File: config.mk
export PLATFORM = sky130hd
export DESIGN_NAME = rbm_ring_manager
export DESIGN_NICKNAME = d
export VERILOG_FILES = /design/src/hdl/rbm_pkg.sv /design/src/hdl/rbm_link_if.sv /design/src/hdl/rbm_link_sync.sv /design/src/hdl/rbm_ring_manager.sv
export VERILOG_INCLUDE_DIRS = /design/src /design/src/hdl
export SDC_FILE = /design/constraint.sdc
export NUM_CORES = 1
export LEC_CHECK = 0
export ABC_AREA = 1
export BUFFER_PORTS_ARGS = -buffer_cell sky130_fd_sc_hd__buf_2
export CORE_UTILIZATION = 25
export DETAILED_ROUTE_END_ITERATION = 10
export SETUP_SLACK_MARGIN = 0.3
export SLEW_MARGIN = 20
export SYNTH_ARGS = -nofsm -noshare
export SYNTH_HDL_FRONTEND = slang
export SYNTH_HIERARCHICAL = 1
export SYNTH_SLANG_ARGS = --single-unit
export TNS_END_PERCENT = 10
File: constraint.sdc
create_clock -name ref_clk -period 5.1 [get_ports ref_clk]
set_clock_uncertainty 0.05 [all_clocks]
set_input_delay 1.02 -clock ref_clk [delete_from_list [all_inputs] [get_ports ref_clk]]
set_output_delay 1.02 -clock ref_clk [all_outputs]
set_load 0.01 [all_outputs]
File: src/hdl/rbm_cfg.svh
`ifndef RBM_CFG_SVH
`define RBM_CFG_SVH

// buffer address width and pointer arithmetic
`define RBM_AW        13
`define RBM_PTR_RST   13'h0000
`define RBM_STEP_ONE  13'h0001
`define RBM_HDR_LEN   13'h0006
`define RBM_SIZE_ONE  14'h0001

// packet counter
`define RBM_PKT_MAX   8'hff
`define RBM_PKT_ZERO  8'h00
`define RBM_PKT_ONE   8'h01

// largest value of a type/length field that is still a length
`define RBM_TYPE_MAX  16'h05dc
`define RBM_CNT_ONE   16'h0001
`define RBM_CNT_RST   16'h0000

// header byte index of the last header byte
`define RBM_HDR_LAST  3'h5

// receive status vector bit positions
`define RBM_SB_ZERO   31
`define RBM_SB_VLAN   30
`define RBM_SB_UNKOP  29
`define RBM_SB_PAUSE  28
`define RBM_SB_CTRL   27
`define RBM_SB_DRIB   26
`define RBM_SB_BCAST  25
`define RBM_SB_MCAST  24
`define RBM_SB_OK     23
`define RBM_SB_LOOR   22
`define RBM_SB_LCHK   21
`define RBM_SB_CRC    20
`define RBM_SB_RES19  19
`define RBM_SB_CARR   18
`define RBM_SB_RES17  17
`define RBM_SB_LONG   16
`define RBM_SB_CNT_HI 15

// link flag vector width and width of the whole sampled link word
`define RBM_FLAG_W    28
`define RBM_LINK_W    38

`endif

File: src/hdl/rbm_pkg.sv
`include "rbm_cfg.svh"

package rbm_pkg;

   typedef logic [`RBM_AW-1:0] rbm_addr_t;

   typedef enum logic [1:0] {
      RBM_IDLE = 2'b00,
      RBM_DATA = 2'b01,
      RBM_HDR  = 2'b10,
      RBM_DROP = 2'b11
   } rbm_state_e;

   // per-frame classification supplied by the mac, stable at frame end
   typedef struct packed {
      logic        vlan;
      logic        unknown_op;
      logic        pause_ok;
      logic        ctrl;
      logic        dribble;
      logic        bcast;
      logic        mcast;
      logic        crc_err;
      logic        symbol_err;
      logic        len_mismatch;
      logic        long_event;
      logic        carrier_event;
      logic [15:0] type_len;
   } rbm_flags_s;

endpackage

File: src/hdl/rbm_link_if.sv
`timescale 1ns/100ps
`include "rbm_cfg.svh"

interface rbm_link_if;
   logic                byte_stb;
   logic                frame_start;
   logic                frame_end;
   logic [7:0]          data;
   rbm_pkg::rbm_flags_s flags;

   modport src (output byte_stb, output frame_start, output frame_end,
                output data, output flags);
   modport dst (input byte_stb, input frame_start, input frame_end,
                input data, input flags);
endinterface

File: src/hdl/rbm_link_sync.sv
`timescale 1ns/100ps
`include "rbm_cfg.svh"

module rbm_link_sync (
   input  wire logic                   ref_clk,
   input  wire logic                   rst,
   input  wire logic                   link_clk,
   input  wire logic                   link_valid,
   input  wire logic [7:0]             link_data,
   input  wire logic [`RBM_FLAG_W-1:0] link_flags,
   rbm_link_if.src                     lnk
);
   logic [`RBM_LINK_W-1:0] meta;
   logic [`RBM_LINK_W-1:0] samp;
   logic                   clk_prev;
   logic                   valid_prev;
   logic [`RBM_LINK_W-1:0] next_meta;
   logic [`RBM_LINK_W-1:0] next_samp;
   logic                   next_clk_prev;
   logic                   next_valid_prev;

   // meta feeds only samp; all edge detection looks at samp
   always_comb begin
      next_meta       = {link_clk, link_valid, link_data, link_flags};
      next_samp       = meta;
      next_clk_prev   = samp[`RBM_LINK_W-1];
      next_valid_prev = samp[`RBM_LINK_W-2];
   end

   always_ff @(posedge ref_clk) begin
      if (rst) begin
         meta       <= '0;
         samp       <= '0;
         clk_prev   <= 1'b0;
         valid_prev <= 1'b0;
      end else begin
         meta       <= next_meta;
         samp       <= next_samp;
         clk_prev   <= next_clk_prev;
         valid_prev <= next_valid_prev;
      end
   end

   // the sender changes data on the falling link edge, so it is settled at the rising one
   assign lnk.byte_stb    = samp[`RBM_LINK_W-1] & ~clk_prev & samp[`RBM_LINK_W-2];
   assign lnk.frame_start = samp[`RBM_LINK_W-2] & ~valid_prev;
   assign lnk.frame_end   = ~samp[`RBM_LINK_W-2] & valid_prev;
   assign lnk.data        = samp[`RBM_FLAG_W+7:`RBM_FLAG_W];
   assign lnk.flags       = rbm_pkg::rbm_flags_s'(samp[`RBM_FLAG_W-1:0]);
endmodule

File: src/hdl/rbm_ring_manager.sv
`timescale 1ns/100ps
`include "rbm_cfg.svh"

module rbm_ring_manager (
   input  wire logic                   ref_clk,
   input  wire logic                   rst,
   input  wire logic                   link_clk,
   input  wire logic                   link_valid,
   input  wire logic [7:0]             link_data,
   input  wire logic [`RBM_FLAG_W-1:0] link_flags,
   input  wire logic                   rx_enable,
   input  wire logic [`RBM_AW-1:0]     rx_ring_start,
   input  wire logic [`RBM_AW-1:0]     rx_ring_end,
   input  wire logic                   pointer_auto_advance,
   input  wire logic                   buffer_read_command,
   input  wire logic                   buffer_read_pointer_wr,
   input  wire logic [`RBM_AW-1:0]     buffer_read_pointer_wdata,
   input  wire logic                   rx_release_pointer_low_wr,
   input  wire logic                   rx_release_pointer_high_wr,
   input  wire logic [7:0]             rx_release_wdata,
   input  wire logic                   packet_decrement_cmd,
   input  wire logic                   rx_error_clear,
   input  wire logic                   rx_error_int_enable,
   input  wire logic                   packet_int_enable,
   input  wire logic [7:0]             mem_rd_data,
   output logic [`RBM_AW-1:0]          mem_rd_addr,
   output logic                        mem_we,
   output logic [`RBM_AW-1:0]          mem_wr_addr,
   output logic [7:0]                  mem_wr_data,
   output logic [7:0]                  buffer_read_data,
   output logic [`RBM_AW-1:0]          buffer_read_pointer,
   output logic [7:0]                  rx_release_pointer_low,
   output logic [7:0]                  rx_release_pointer_high,
   output logic [`RBM_AW-1:0]          rx_hw_write_pointer,
   output logic [7:0]                  pending_packet_count,
   output logic                        packet_pending_flag,
   output logic                        rx_error_flag,
   output logic                        irq
);
   rbm_link_if lnk ();

   rbm_link_sync u_sync (
      .ref_clk    (ref_clk),
      .rst        (rst),
      .link_clk   (link_clk),
      .link_valid (link_valid),
      .link_data  (link_data),
      .link_flags (link_flags),
      .lnk        (lnk.src)
   );

   // ring addition with wrap from end back to start
   function automatic rbm_pkg::rbm_addr_t wrap_add(input rbm_pkg::rbm_addr_t p,
                                                   input rbm_pkg::rbm_addr_t n);
      logic [`RBM_AW:0] s;
      logic [`RBM_AW:0] sz;
      s  = {1'b0, p} + {1'b0, n};
      sz = {1'b0, rx_ring_end} - {1'b0, rx_ring_start} + `RBM_SIZE_ONE;
      if (s > {1'b0, rx_ring_end}) begin
         s = s - sz;
      end
      return s[`RBM_AW-1:0];
   endfunction

   // free bytes from write pointer up to release pointer; equal means empty
   function automatic logic [`RBM_AW:0] ring_gap(input rbm_pkg::rbm_addr_t w,
                                                 input rbm_pkg::rbm_addr_t r);
      logic [`RBM_AW:0] d;
      d = {1'b0, r} - {1'b0, w};
      if (r <= w) begin
         d = d + {1'b0, rx_ring_end} - {1'b0, rx_ring_start} + `RBM_SIZE_ONE;
      end
      return d;
   endfunction

   // ---------------- receive write engine ----------------
   rbm_pkg::rbm_state_e state;
   rbm_pkg::rbm_state_e next_state;
   rbm_pkg::rbm_addr_t  wr_ptr;
   rbm_pkg::rbm_addr_t  next_wr_ptr;
   rbm_pkg::rbm_addr_t  cur;
   rbm_pkg::rbm_addr_t  next_cur;
   rbm_pkg::rbm_addr_t  nxt_pkt;
   rbm_pkg::rbm_addr_t  next_nxt_pkt;
   logic [15:0]         byte_cnt;
   logic [15:0]         next_byte_cnt;
   rbm_pkg::rbm_flags_s flags;
   rbm_pkg::rbm_flags_s next_flags;
   logic [2:0]          hdr_idx;
   logic [2:0]          next_hdr_idx;
   logic                drop_seen;
   logic                next_drop_seen;
   logic                next_mem_we;
   rbm_pkg::rbm_addr_t  next_mem_wr_addr;
   logic [7:0]          next_mem_wr_data;
   logic                commit;
   logic                err_set;
   logic [31:0]         status;
   rbm_pkg::rbm_addr_t  rel_ptr;
   rbm_pkg::rbm_addr_t  pad_ptr;

   always_comb begin
      status                 = '0;
      status[`RBM_SB_VLAN]   = flags.vlan;
      status[`RBM_SB_UNKOP]  = flags.ctrl & flags.unknown_op;
      status[`RBM_SB_PAUSE]  = flags.ctrl & flags.pause_ok;
      status[`RBM_SB_CTRL]   = flags.ctrl;
      status[`RBM_SB_DRIB]   = flags.dribble;
      status[`RBM_SB_BCAST]  = flags.bcast;
      status[`RBM_SB_MCAST]  = flags.mcast;
      status[`RBM_SB_OK]     = ~flags.crc_err & ~flags.symbol_err;
      status[`RBM_SB_LOOR]   = flags.type_len > `RBM_TYPE_MAX;
      status[`RBM_SB_LCHK]   = flags.len_mismatch &
                               (flags.type_len <= `RBM_TYPE_MAX);
      status[`RBM_SB_CRC]    = flags.crc_err;
      status[`RBM_SB_CARR]   = flags.carrier_event;
      status[`RBM_SB_LONG]   = flags.long_event | drop_seen;
      status[`RBM_SB_CNT_HI:0] = byte_cnt;
   end

   always_comb begin
      next_state       = state;
      next_wr_ptr      = wr_ptr;
      next_cur         = cur;
      next_nxt_pkt     = nxt_pkt;
      next_byte_cnt    = byte_cnt;
      next_flags       = flags;
      next_hdr_idx     = hdr_idx;
      next_drop_seen   = drop_seen;
      next_mem_we      = 1'b0;
      next_mem_wr_addr = mem_wr_addr;
      next_mem_wr_data = mem_wr_data;
      commit           = 1'b0;
      err_set          = 1'b0;
      pad_ptr          = cur;
      unique case (state)
         rbm_pkg::RBM_IDLE: begin
            if (!rx_enable) begin
               next_wr_ptr = rx_ring_start;
            end else if (lnk.frame_start) begin
               // header space is reserved up front so it can never land on the release slot
               if (pending_packet_count == `RBM_PKT_MAX ||
                   ring_gap(wr_ptr, rel_ptr) <= {1'b0, `RBM_HDR_LEN}) begin
                  err_set        = 1'b1;
                  next_drop_seen = 1'b1;
                  next_state     = rbm_pkg::RBM_DROP;
               end else begin
                  next_cur      = wrap_add(wr_ptr, `RBM_HDR_LEN);
                  next_byte_cnt = `RBM_CNT_RST;
                  next_state    = rbm_pkg::RBM_DATA;
               end
            end
         end
         rbm_pkg::RBM_DATA: begin
            if (lnk.byte_stb) begin
               if (cur == rel_ptr) begin
                  err_set        = 1'b1;
                  next_drop_seen = 1'b1;
                  next_state     = rbm_pkg::RBM_DROP;
               end else begin
                  next_mem_we      = 1'b1;
                  next_mem_wr_addr = cur;
                  next_mem_wr_data = lnk.data;
                  next_cur         = wrap_add(cur, `RBM_STEP_ONE);
                  next_byte_cnt    = byte_cnt + `RBM_CNT_ONE;
               end
            end else if (lnk.frame_end) begin
               next_flags = lnk.flags;
               // an odd next slot means the last byte sat on an even-odd pair start
               pad_ptr = cur[0] ? wrap_add(cur, `RBM_STEP_ONE) : cur;
               // the write pointer may never reach the release pointer
               if (pad_ptr == rel_ptr) begin
                  err_set        = 1'b1;
                  next_drop_seen = 1'b1;
                  next_state     = rbm_pkg::RBM_IDLE;
               end else begin
                  next_nxt_pkt = pad_ptr;
                  next_hdr_idx = '0;
                  next_state   = rbm_pkg::RBM_HDR;
               end
            end
         end
         rbm_pkg::RBM_HDR: begin
            next_mem_we      = 1'b1;
            next_mem_wr_addr = wrap_add(wr_ptr, {10'h000, hdr_idx});
            unique case (hdr_idx)
               3'h0:    next_mem_wr_data = nxt_pkt[7:0];
               3'h1:    next_mem_wr_data = {3'h0, nxt_pkt[`RBM_AW-1:8]};
               3'h2:    next_mem_wr_data = status[7:0];
               3'h3:    next_mem_wr_data = status[15:8];
               3'h4:    next_mem_wr_data = status[23:16];
               default: next_mem_wr_data = status[31:24];
            endcase
            next_hdr_idx = hdr_idx + 3'h1;
            if (hdr_idx == `RBM_HDR_LAST) begin
               commit         = 1'b1;
               next_wr_ptr    = nxt_pkt;
               next_drop_seen = 1'b0;
               next_state     = rbm_pkg::RBM_IDLE;
            end
         end
         rbm_pkg::RBM_DROP: begin
            // trailing bytes of an aborted frame are swallowed here
            if (lnk.frame_end) begin
               next_state = rbm_pkg::RBM_IDLE;
            end
         end
      endcase
   end

   always_ff @(posedge ref_clk) begin
      if (rst) begin
         state       <= rbm_pkg::RBM_IDLE;
         wr_ptr      <= `RBM_PTR_RST;
         cur         <= `RBM_PTR_RST;
         nxt_pkt     <= `RBM_PTR_RST;
         byte_cnt    <= `RBM_CNT_RST;
         flags       <= '0;
         hdr_idx     <= '0;
         drop_seen   <= 1'b0;
         mem_we      <= 1'b0;
         mem_wr_addr <= `RBM_PTR_RST;
         mem_wr_data <= 8'h00;
      end else begin
         state       <= next_state;
         wr_ptr      <= next_wr_ptr;
         cur         <= next_cur;
         nxt_pkt     <= next_nxt_pkt;
         byte_cnt    <= next_byte_cnt;
         flags       <= next_flags;
         hdr_idx     <= next_hdr_idx;
         drop_seen   <= next_drop_seen;
         mem_we      <= next_mem_we;
         mem_wr_addr <= next_mem_wr_addr;
         mem_wr_data <= next_mem_wr_data;
      end
   end

   // ---------------- host-facing state ----------------
   rbm_pkg::rbm_addr_t next_rel_ptr;
   logic [7:0]         rel_hold;
   logic [7:0]         next_rel_hold;
   rbm_pkg::rbm_addr_t rd_ptr;
   rbm_pkg::rbm_addr_t next_rd_ptr;
   logic [7:0]         next_rd_data;
   logic [7:0]         next_count;
   logic               next_pkt_flag;
   logic               next_err;
   logic               dec_ok;

   always_comb begin
      next_rel_ptr  = rel_ptr;
      next_rel_hold = rel_hold;
      next_rd_ptr   = rd_ptr;
      next_rd_data  = buffer_read_data;
      next_count    = pending_packet_count;
      next_pkt_flag = packet_pending_flag;
      next_err      = rx_error_flag;
      dec_ok        = packet_decrement_cmd &&
                      pending_packet_count != `RBM_PKT_ZERO;
      if (rx_release_pointer_low_wr) begin
         next_rel_hold = rx_release_wdata;
      end
      if (rx_release_pointer_high_wr) begin
         next_rel_ptr = {rx_release_wdata[`RBM_AW-9:0], rel_hold};
      end
      if (buffer_read_pointer_wr) begin
         next_rd_ptr = buffer_read_pointer_wdata;
      end else if (buffer_read_command) begin
         next_rd_data = mem_rd_data;
         if (pointer_auto_advance) begin
            next_rd_ptr = wrap_add(rd_ptr, `RBM_STEP_ONE);
         end
      end
      // a store and a decrement in one cycle cancel, and the flag stays up
      if (commit && !dec_ok) begin
         next_count    = pending_packet_count + `RBM_PKT_ONE;
         next_pkt_flag = 1'b1;
      end else if (dec_ok && !commit) begin
         next_count = pending_packet_count - `RBM_PKT_ONE;
         if (pending_packet_count == `RBM_PKT_ONE) begin
            next_pkt_flag = 1'b0;
         end
      end else if (commit) begin
         next_pkt_flag = 1'b1;
      end
      if (err_set) begin
         next_err = 1'b1;
      end else if (rx_error_clear) begin
         next_err = 1'b0;
      end
   end

   always_ff @(posedge ref_clk) begin
      if (rst) begin
         rel_ptr              <= `RBM_PTR_RST;
         rel_hold             <= 8'h00;
         rd_ptr               <= `RBM_PTR_RST;
         buffer_read_data     <= 8'h00;
         pending_packet_count <= `RBM_PKT_ZERO;
         packet_pending_flag  <= 1'b0;
         rx_error_flag        <= 1'b0;
      end else begin
         rel_ptr              <= next_rel_ptr;
         rel_hold             <= next_rel_hold;
         rd_ptr               <= next_rd_ptr;
         buffer_read_data     <= next_rd_data;
         pending_packet_count <= next_count;
         packet_pending_flag  <= next_pkt_flag;
         rx_error_flag        <= next_err;
      end
   end

   // the holding byte reaches an output only through rel_ptr, on a high-byte write
   assign rx_release_pointer_low  = rel_ptr[7:0];
   assign rx_release_pointer_high = {3'h0, rel_ptr[`RBM_AW-1:8]};
   assign buffer_read_pointer     = rd_ptr;
   assign mem_rd_addr             = rd_ptr;
   assign rx_hw_write_pointer     = wr_ptr;
   assign irq = (rx_error_flag & rx_error_int_enable) |
                (packet_pending_flag & packet_int_enable);
endmodule

==> run summary, run 1 <==
Worst-path clk slew: 0.07 ns
most frequent CP cell: nand2_1
post-route ant nets: 0
Tcrit/Tclk final: 0.941
pwr dens: 537 nW/µm²
synth top area cells: dfxtp_1 26%, ha_1 12%, nand2_1 11%
all-layer global routing usage: 0.173
Hold Path Class: reg -> reg
fraction of post-synthesis cell area in the top cell type by area: 0.265
max-slew violations: 0
R2R depth: 27
port bufs: 197
Avg Vias per Cell: 4.65
Filler cells: 7959
number of global-route vias before repair: 16700
core area: 71900 µm²
number of iterations in the first detailed-routing pass: 5
Mean Syn Cell Area: 6.78 µm²
fin crit period: 4.80 ns
Die H: 272 µm
Area growth syn-to-layout: 21.8%
crit path launch: rx_ring_end[1]
# nets final: 3221
Initial Util: 0.254
cell count after synthesis: 2688
post-synth top area cell: dfxtp_1
CP bufs+invs: 7
Root Driver: clkbuf_16
drt drc: 0
H-Tree Depth: 1
r2r setup slk: 0.51 ns
worst-skew pair later-pin latency: 0.62 ns
ys async rst share: 0
first-pass GRT wire length: 98600 µm
delay-heaviest family, CP: simple AND/OR/NAND/NOR gates
number of antenna violations at the first check in global routing: 3
Hold Path Depth: 2
flops & latches, synth: 241
Die Wd: 272 µm
Hold WS: 0.351 ns
register area share after synthesis: 0.265
CP Data Arrival Time: 5.31 ns
Hold Buf Count CTS: 0
gr ovfl total: 0
R2R Path Start: rel_ptr[0]
DR WL/cell: 17.0 µm
CP Data Required Time: 5.61 ns
Worst Min Path Start: u_sync/meta[1]
# rows: 98
total power: 11900 µW
outcome: complete, no violations
total number of vias: 18100
global placement routability congestion: 0.966
CTS Sinks: 241
critical path peak fanout: 3
most common cell in the netlist: nand2_1
mapped cell area: 18200 µm²
CP max-delay cell: fa_2
fin worst setup slack: 0.301 ns
CTS Buf Count: 30
Slew Limit Headroom: 0.340
Post-synth top cells: 531 x nand2_1, 375 x inv_1, 267 x nor2_1, 241 x a21oi_1, 241 x dfxtp_1
pre-CTS setup slack: -0.428 ns
Final setup viols: 0
IO Count: 201
placed cell area: 20700 µm²
max-capacitance violation count: 0
RSZ-0062 raised after global routing: yes
top_reg_cell synth: dfxtp_1
Cell variety after synth: 62
Post-Route Setup TNS: 0 ns
initial DRC count: 1258
Min-Delay Endpoint: u_sync/samp[1]
Bufs on Longest Clock Path: 3
Max Fclk: 208 MHz
Worst Setup End Kind: flop
largest net degree at the start of global routing: 102
Leak Pwr: 0.0107 µW
Post-Route WL: 66200 µm
Reg-to-Reg End: cur[5]
maximum vdd drop: 0.314 mV
startpoint types: primary input
CTS tree: yes
EDFF count, synth: 0
slew at the pin closest to its max-slew limit: 0.990 ns
total die area: 74000 µm²
Setup CP Type: in -> reg
YS warnings: 6
Detail Placement HPWL: 52200 µm
Hold Vio Cnt, Final: 0
cell area after layout: 22200 µm²
share of cells above drive strength 1: 0.180
Critical Path Max Stage Delay: 0.34 ns
[cells in the final DEF (no fill, tap or decap), types with 18 or more instances in the layout]
| cell type | n |
|---|---|
| buf_2 | 195 |
| nor2_1 | 262 |
| nand2_1 | 506 |
| a21oi_2 | 23 |
| fa_1 | 18 |
| nand2_2 | 34 |
| buf_4 | 143 |
| xor2_1 | 79 |
| ha_1 | 164 |
| clkbuf_16 | 30 |
| o21ai_0 | 153 |
| nand4_1 | 33 |
| a21oi_1 | 226 |
| nor3_1 | 26 |
| nand3_1 | 174 |
| a31oi_1 | 30 |
| o21bai_1 | 20 |
| dfxtp_1 | 238 |
| xnor2_1 | 28 |
| inv_1 | 369 |
[registers in the layout, indices dropped and copies added, names as in the netlist]
register / count
buffer_read_pointer: 13
rx_hw_write_pointer: 13
mem_wr_addr: 13
u_sync/meta: 38
u_sync/samp: 38
u_sync/valid_prev: 1
buffer_read_data: 8
nxt_pkt: 13
state: 2
cur: 13
pending_packet_count: 8
packet_pending_flag: 1
hdr_idx: 3
byte_cnt: 16
rel_ptr: 13
flags: 28
mem_we: 1
rx_error_flag: 1
drop_seen: 1
u_sync/clk_prev: 1
mem_wr_data: 8
rel_hold: 8
[worst reg2reg max path: stages (launching register included)]
cell	delay, ns
dfxtp_2	0.35
inv_1	0.09
ha_2	0.21
fa_2	0.39
o21ai_4	0.22
nand2_2	0.08
nand2_2	0.09
nand2_1	0.07
nand2_1	0.08
a21boi_0	0.12
xor2_1	0.21
inv_1	0.08
fa_1	0.47
ha_1	0.34
inv_1	0.12
o21bai_1	0.10
a21oi_2	0.16
nand2b_1	0.15
nand3_1	0.07
nand2_1	0.09
nand2_1	0.08
nand2_4	0.13
nand2_2	0.09
nand2_4	0.11
nand2_4	0.10
buf_4	0.17
o21ai_0	0.17
nor2_1	0.06
[kinds of logic (layout without fill, tap and decap cells)]
group / Yosys count / after routing / share of synthesized area
AOI/OAI and AO/OA: 516 / 516 / 0.158
xor gates and xnor gates: 113 / 113 / 0.0543
adders and majority gates: 192 / 192 / 0.140
buffers and inverters: 522 / 776 / 0.124
DFF: 241 / 241 / 0.265
other: 1 / 4 / 0.000206
and+or+nand+nor: 1103 / 1105 / 0.259
[layout make-up]
type | instances | area (µm²) | area share
Clock inverter | 20 | 302 | 0.0136
Tap cell | 950 | 1190 | 0.0535
Sequential cell | 241 | 4830 | 0.217
Timing Repair Buffer | 342 | 2100 | 0.0945
Clock buffer | 34 | 766 | 0.0345
Antenna cell | 1 | 2.50 | 0.000113
Inverter | 380 | 1440 | 0.0649
Multi-Input combinational cell | 1929 | 11600 | 0.521
[worst max path at each step]
stage,cells past startpoint,endpoint,slack [ns]
floorplan,35,nxt_pkt[7],0.08
global placement,36,nxt_pkt[7],-0.36
detailed placement,36,nxt_pkt[3],-0.43
CTS,37,drop_seen,0.30
global route,37,drop_seen,0.02
finish,37,drop_seen,0.30
[metrics by stage]
stage | util | std cells
after floorplan | - | 2690
after global routing | 0.309 | 3896
after global placement | 0.288 | 3833
final | 0.309 | 3897
after detailed placement | 0.288 | 3833
after CTS | 0.304 | 3890
[routing by layer]
metal  global-route usage  vias up  part of all wire
met5                    0        -           0.00020
met2                0.281      550              0.44
met1                0.227     8281              0.45
met4               0.0600        2             0.038
met3               0.0320      114             0.063
li1                     -     9186                 -
[power by group]
part	switching [µW]	internal, µW	leakage (µW)	total [µW]
Clock	955	1390	0.000506	2350
Sequential	238	2100	0.00198	2340
Combinational	4510	2730	0.00825	7230
[what timing repair did]
| action | 4_1_cts | 5_1_grt |
|---|---|---|
| buffers inserted | 1 | 6 |
| resized for setup | 16 | 72 |
| cloned | 2 | 0 |
| setup endpoints to repair | 46 | 48 |
| pin swaps | 9 | 48 |
(Power assumes the default switching activity.)
==> run 2: changes to the inputs <==
--- a/config.mk
+++ b/config.mk
@@ -6,7 +6,7 @@
 export SDC_FILE = /design/constraint.sdc
 export NUM_CORES = 1
 export LEC_CHECK = 0
-export ABC_AREA = 1
+export ABC_AREA = 0
 export BUFFER_PORTS_ARGS = -buffer_cell sky130_fd_sc_hd__buf_2
 export CORE_UTILIZATION = 25
 export DETAILED_ROUTE_END_ITERATION = 10
==> run summary, run 2 <==
max-slew violations: 0 (unchanged)
Area growth syn-to-layout: 28.1%
register area: 4830 µm² (unchanged)
total number of vias: 16000 (-12%)
most common cell in the netlist: dfxtp_1
Final setup viols: 19 (+19)
Hold WS: 0.379 ns (+0.0283 ns)
CTS tree: yes
register area share after synthesis: 0.280 (+0.0151)
Post-Route WL: 58800 µm (-11%)
IO Count: 201 (unchanged)
Post-Route Utilization: 0.326 (+0.0170)
drt drc: 0 (unchanged)
global placement routability congestion: 0.967 (+0.12%)
DR WL/cell: 17.7 µm (+4.4%)
core area: 67800 µm² (-5.7%)
final non-filler cell total: 3317 (-15%)
violated checks: negative setup slack
Largest regs: u_sync/meta x38, u_sync/samp x38, flags x28
number of antenna violations at the first check in global routing: 1 (-2)
Leak Pwr: 0.00952 µW (-11%)
outcome: finished, violations left
Critical Path Max Stage Delay: 0.42 ns (+0.08 ns)
RSZ-0062 raised after global routing: yes
Root Driver: clkbuf_16
YS warnings: 6 (unchanged)
Slew Limit Headroom: 0.273 (-0.0673)
Initial Util: 0.255 (+0.000789)
Hold Vio Cnt, Final: 0 (unchanged)
flops & latches, synth: 241 (unchanged)
# rows: 95 (-3.1%)
top_reg_cell synth: dfxtp_1
crit path launch: rx_ring_end[1]
total die area: 70000 µm² (-5.4%)
cell count after synthesis: 2081 (-23%)
pwr dens: 514 nW/µm² (-4.3%)
Die H: 265 µm (-2.7%)
ys async rst share: 0 (unchanged)
startpoint types: primary input
critical path peak fanout: 8 (+5)
r2r setup slk: 0.02 ns (-0.49 ns)
CP max-delay cell: or4_4
total power: 11400 µW (-4.8%)
Multi-input gate area: 11800 µm² (+1.5%)
first-pass GRT wire length: 89500 µm (-9.2%)
number of iterations in the first detailed-routing pass: 6 (+1)
Max Fclk: 183 MHz (-12%)
worst-skew pair later-pin latency: 0.61 ns (about the same)
post-route ant nets: 0 (unchanged)
EDFF count, synth: 0 (unchanged)
commonest non-fill, non-tap cell in the layout: buf_4
mapped cell area: 17200 µm² (-5.4%)
Setup CP Type: in -> reg
highest metal used: met5
fin worst setup slack: -0.370 ns (-0.672 ns)
Worst Setup End Kind: flop
port bufs: 197 (unchanged)
R2R Path Start: rel_ptr[0]
wire length on met3: 3770 µm (-9.4%)
CP Data Arrival Time: 5.88 ns (+0.57 ns)
# nets final: 2718 (-16%)
dpl cells: 3245 (-15%)
synth top area cells: dfxtp_1 28%, ha_1 12%, a21oi_1 5.0%
number of global-route vias before repair: 15000 (-10%)
Mean Syn Cell Area: 8.29 µm² (+22%)
largest net degree at the start of global routing: 106 (+3.9%)
Tcrit/Tclk final: 1.07 (+0.132)
Cell variety after synth: 90 (+45%)
fin crit period: 5.47 ns (+0.672 ns)
Filler cells: 7119 (-11%)
Worst Min Path Start: u_sync/samp[16]
Die Wd: 265 µm (-2.7%)
Post-synth top cells: 241 x dfxtp_1, 202 x nor2_1, 180 x nand2_1, 172 x ha_1, 171 x a21oi_1
initial DRC count: 1148 (-8.7%)
all-layer global routing usage: 0.164 (-0.00910)
antenna cells: 0 (-1)
Avg Vias per Cell: 4.82 (+3.6%)
post-synth top area cell: dfxtp_1
gr ovfl total: 0 (unchanged)
metal2 WL: 25800 µm (-12%)
Hold Path Class: reg -> reg
CTS Sinks: 241 (unchanged)
max-capacitance violation count: 0 (unchanged)
Bufs on Longest Clock Path: 3 (unchanged)
most frequent CP cell: a21o_1
slew at the pin closest to its max-slew limit: 1.06 ns (+0.0734 ns)
CTS Buf Count: 30 (unchanged)
H-Tree Depth: 1 (unchanged)
Detail Placement HPWL: 46700 µm (-11%)
Worst-path clk slew: 0.07 ns (about the same)
fraction of post-synthesis cell area in the top cell type by area: 0.280 (+0.0151)
CP Data Required Time: 5.51 ns (-0.10 ns)
maximum vdd drop: 0.385 mV (+23%)
Met1 Wirelength: 27200 µm (-9.4%)
share of cells above drive strength 1: 0.256 (+0.0762)
commonest non-fill, non-tap cells in the layout: 242 x buf_4, 238 x dfxtp_1, 196 x nor2_1, 196 x buf_2, 178 x nand2_1
==> run 2: cell type report <==
type | count | area share
Clock inverter | 15 | 0.00923
Inverter | 98 | 0.0169
Timing Repair Buffer | 453 | 0.136
Clock buffer | 40 | 0.0380
Sequential cell | 241 | 0.219
Multi-Input combinational cell | 1597 | 0.532
Tap cell | 873 | 0.0495
==> run 2: final timing paths <==
kind / to / depth (start not counted)
worst max-delay path: nxt_pkt[6] / 31
worst min-delay path: flags[16] / 2
worst max register to register: byte_cnt[15] / 24
worst min register to register: flags[16] / 2
==> run 2: per-stage QoR <==
stage	area, µm²	TNS [ns]	setup slack, ns
finish	22100	-6.09	-0.370
global placement	20400	-31.86	-1.01
floorplan	17300	-14.37	-0.790
detailed placement	20400	-33.30	-1.08
global route	22100	-12.57	-0.588
CTS	21900	-4.89	-0.288
==> run 2: repair_timing <==
item                       CTS  global route
pin swaps                   51            27
hold buffers                 0             0
setup buffers               10             6
gates cloned                 1             0
gates resized for setup     61            38
setup endpoints to repair   48            48
==> run 2: kinds of logic after synthesis <==
kind of cell / after synthesis / synth area share
other: 1 / 0.000217
DFF: 241 / 0.280
muxes: 81 / 0.0478
and+or+nand+nor: 691 / 0.196
adders and majority gates: 192 / 0.148
AOI/OAI and AO/OA: 484 / 0.185
xor gates and xnor gates: 145 / 0.0749
buffers and inverters: 246 / 0.0680
==> run 2: where the power goes <==
group          internal (µW)  leakage (µW)  switching (µW)
registers               2030       0.00197             137
clock network           1320      0.000501             911
logic                   3260       0.00705            3700
==> run 2: worst max-delay path: cells and delay by family <==
kind	cells	cell delay [ns]
simple gates	4	0.62
compound gates	12	1.85
fa+ha+maj	4	0.85
xor+xnor	2	0.32
mux	2	0.43
buf+inv	7	0.74
==> run 2: metal layers <==
| metal | global-route usage | vias to the layer above |
|---|---|---|
| li1 | - | 7960 |
| met1 | 0.228 | 7477 |
| met2 | 0.258 | 460 |
| met3 | 0.0240 | 95 |
| met4 | 0.0503 | 2 |
| met5 | 0 | - |
==> run 3: changes to the inputs <==
==> constraint.sdc (replaced) <==
create_clock -name ref_clk -period 5.1 [get_ports ref_clk]
set_clock_uncertainty 0.05 [all_clocks]
set_input_delay 0.51 -clock ref_clk [delete_from_list [all_inputs] [get_ports ref_clk]]
set_output_delay 0.51 -clock ref_clk [all_outputs]
set_load 0.01 [all_outputs]
==> run summary, run 3 (synthesized netlist as in run 2, its figures left out) <==
Leak Pwr: 0.00937 µW (-1.6%)
CP Data Arrival Time: 5.56 ns (-0.32 ns)
number of iterations in the first detailed-routing pass: 8 (+2)
largest net degree at the start of global routing: 111 (+4.7%)
Die Wd: 265 µm (unchanged)
all-layer global routing usage: 0.164 (about the same)
Reg-to-Reg End: byte_cnt[13]
final non-filler cell total: 3284 (-0.99%)
Bufs on Longest Clock Path: 3 (unchanged)
port bufs: 197 (unchanged)
Worst Setup End Kind: flop
worst setup path endpoint: byte_cnt[13]
gr ovfl total: 0 (unchanged)
Post-Route Setup TNS: -0.0866 ns (+6.00 ns)
Initial Util: 0.255 (unchanged)
crit path launch: rx_hw_write_pointer[5]
Area growth syn-to-layout: 25.9%
Detail Placement HPWL: 47000 µm (+0.66%)
Final setup viols: 3 (-16)
outcome: finished, violations left
antenna cells: 0 (unchanged)
core area: 67800 µm² (unchanged)
IO Count: 201 (unchanged)
number of antenna violations at the first check in global routing: 4 (+3)
Largest regs: u_sync/meta x38, u_sync/samp x38, flags x28
drt drc: 0 (unchanged)
slew at the pin closest to its max-slew limit: 1.10 ns (+0.0356 ns)
number of global-route vias before repair: 14900 (-0.69%)
CTS Buf Count: 28 (-6.7%)
fin crit period: 5.15 ns (-0.321 ns)
violated checks: negative setup slack
critical path peak fanout: 5 (-3)
first-pass GRT wire length: 89000 µm (-0.55%)
Hold Path Class: in -> reg
max-slew violations: 0 (unchanged)
pwr dens: 523 nW/µm² (+1.7%)
DR WL/cell: 18.0 µm (+1.5%)
Hold Vio Cnt, Final: 0 (unchanged)
startpoint types: flop
dpl cells: 3221 (-0.74%)
total power: 11400 µW (about the same)
global placement routability congestion: 0.959 (-0.83%)
commonest non-fill, non-tap cell in the layout: dfxtp_1
Slew Limit Headroom: 0.267 (-0.00541)
Root Driver: clkbuf_16
Avg Vias per Cell: 4.87 (+0.98%)
fin worst setup slack: -0.0493 ns (+0.321 ns)
Hold Path Depth: 2 (unchanged)
RSZ-0062 raised after global routing: yes
CP Data Required Time: 5.51 ns (about the same)
share of cells above drive strength 1: 0.247 (-0.00853)
worst-skew pair later-pin latency: 0.60 ns (about the same)
Setup CP Type: reg -> reg
R2R depth: 22 (-8.3%)
Die H: 265 µm (unchanged)
CTS tree: yes
Worst-path clk slew: 0.07 ns (about the same)
Post-Route WL: 59100 µm (+0.52%)
H-Tree Depth: 1 (unchanged)
initial DRC count: 1248 (+8.7%)
commonest non-fill, non-tap cells in the layout: 236 x dfxtp_1, 220 x buf_4, 196 x buf_2
Max Fclk: 194 MHz (+6.2%)
# nets final: 2686 (-1.2%)
Tcrit/Tclk final: 1.01 (-0.0630)
r2r setup slk: -0.05 ns (-0.07 ns)
R2R Path Start: rx_hw_write_pointer[5]
# rows: 95 (unchanged)
CTS Sinks: 241 (unchanged)
maximum vdd drop: 0.346 mV (-10%)
total die area: 70000 µm² (unchanged)
post-route ant nets: 0 (unchanged)
max-capacitance violation count: 0 (unchanged)
total number of vias: 16000 (-0.025%)
## run 3: layout make-up
cell class	count	area, µm²
repair buffers	424	2730
inverters	98	372
clock buffers	31	732
well taps	873	1090
multi-input cells	1596	11700
clock inverters	21	265
flip-flops and latches	241	4830
fillers	7177	46000
## run 3: metrics by stage
stage                     setup slack (ns)  cell area, µm²  utilization  hold WS [ns]
after floorplan                     -0.280           17300            -         0.364
after global placement              -0.546           20200        0.299         0.367
after detailed placement            -0.588           20200        0.299         0.372
after CTS                           0.0167           21500        0.317        0.0421
after global routing                -0.276           21700        0.321        0.0542
final                              -0.0493           21700        0.321        0.0637
## run 3: worst min path at each step
stage	from	endpoint	slack, ns
after floorplan	u_sync/meta[0]	u_sync/samp[0]	0.36
after global placement	u_sync/meta[28]	u_sync/samp[28]	0.37
after detailed placement	u_sync/meta[18]	u_sync/samp[18]	0.37
after CTS	link_flags[13]	u_sync/meta[13]	0.04
after global routing	link_data[3]	u_sync/meta[31]	0.05
final	link_flags[25]	u_sync/meta[25]	0.06
## run 3: where the power goes
group          internal, µW  switching (µW)
Combinational          3250            3790
Clock                  1250             900
Sequential             2030             131
Total                  6530            4820
## run 3: what timing repair did
item                                   CTS  global route
setup endpoints to repair               48            48
resized for setup                       45            43
pin swaps                               30            41
endpoints found under the hold margin    0             0
setup buffers                            6             5
hold buffers                             0             0
## run 3: worst max-delay path, stage by stage, from the launching register on
cell       delay (ns)
dfxtp_1          0.36
inv_2            0.08
ha_1             0.29
o21a_1           0.20
nor2_2           0.14
a31oi_2          0.07
a221o_1          0.33
a21oi_2          0.23
xnor2_2          0.17
fa_1             0.51
ha_4             0.34
and3_4           0.20
o21ai_0          0.07
o2bb2ai_1        0.13
a311o_1          0.36
a221oi_2         0.23
xor2_1           0.10
buf_4            0.18
o22a_1           0.20
o21ai_4          0.11
nand4_1          0.20
nor2_2           0.17
mux2_4           0.30
## run 3: metal layers
layer	GRT usage	up-vias	routed length [µm]
met5	0	-	46
met4	0.0325	6	1300
met3	0.0283	83	3760
met2	0.269	482	27000
met1	0.224	7524	27000
li1	-	7895	-
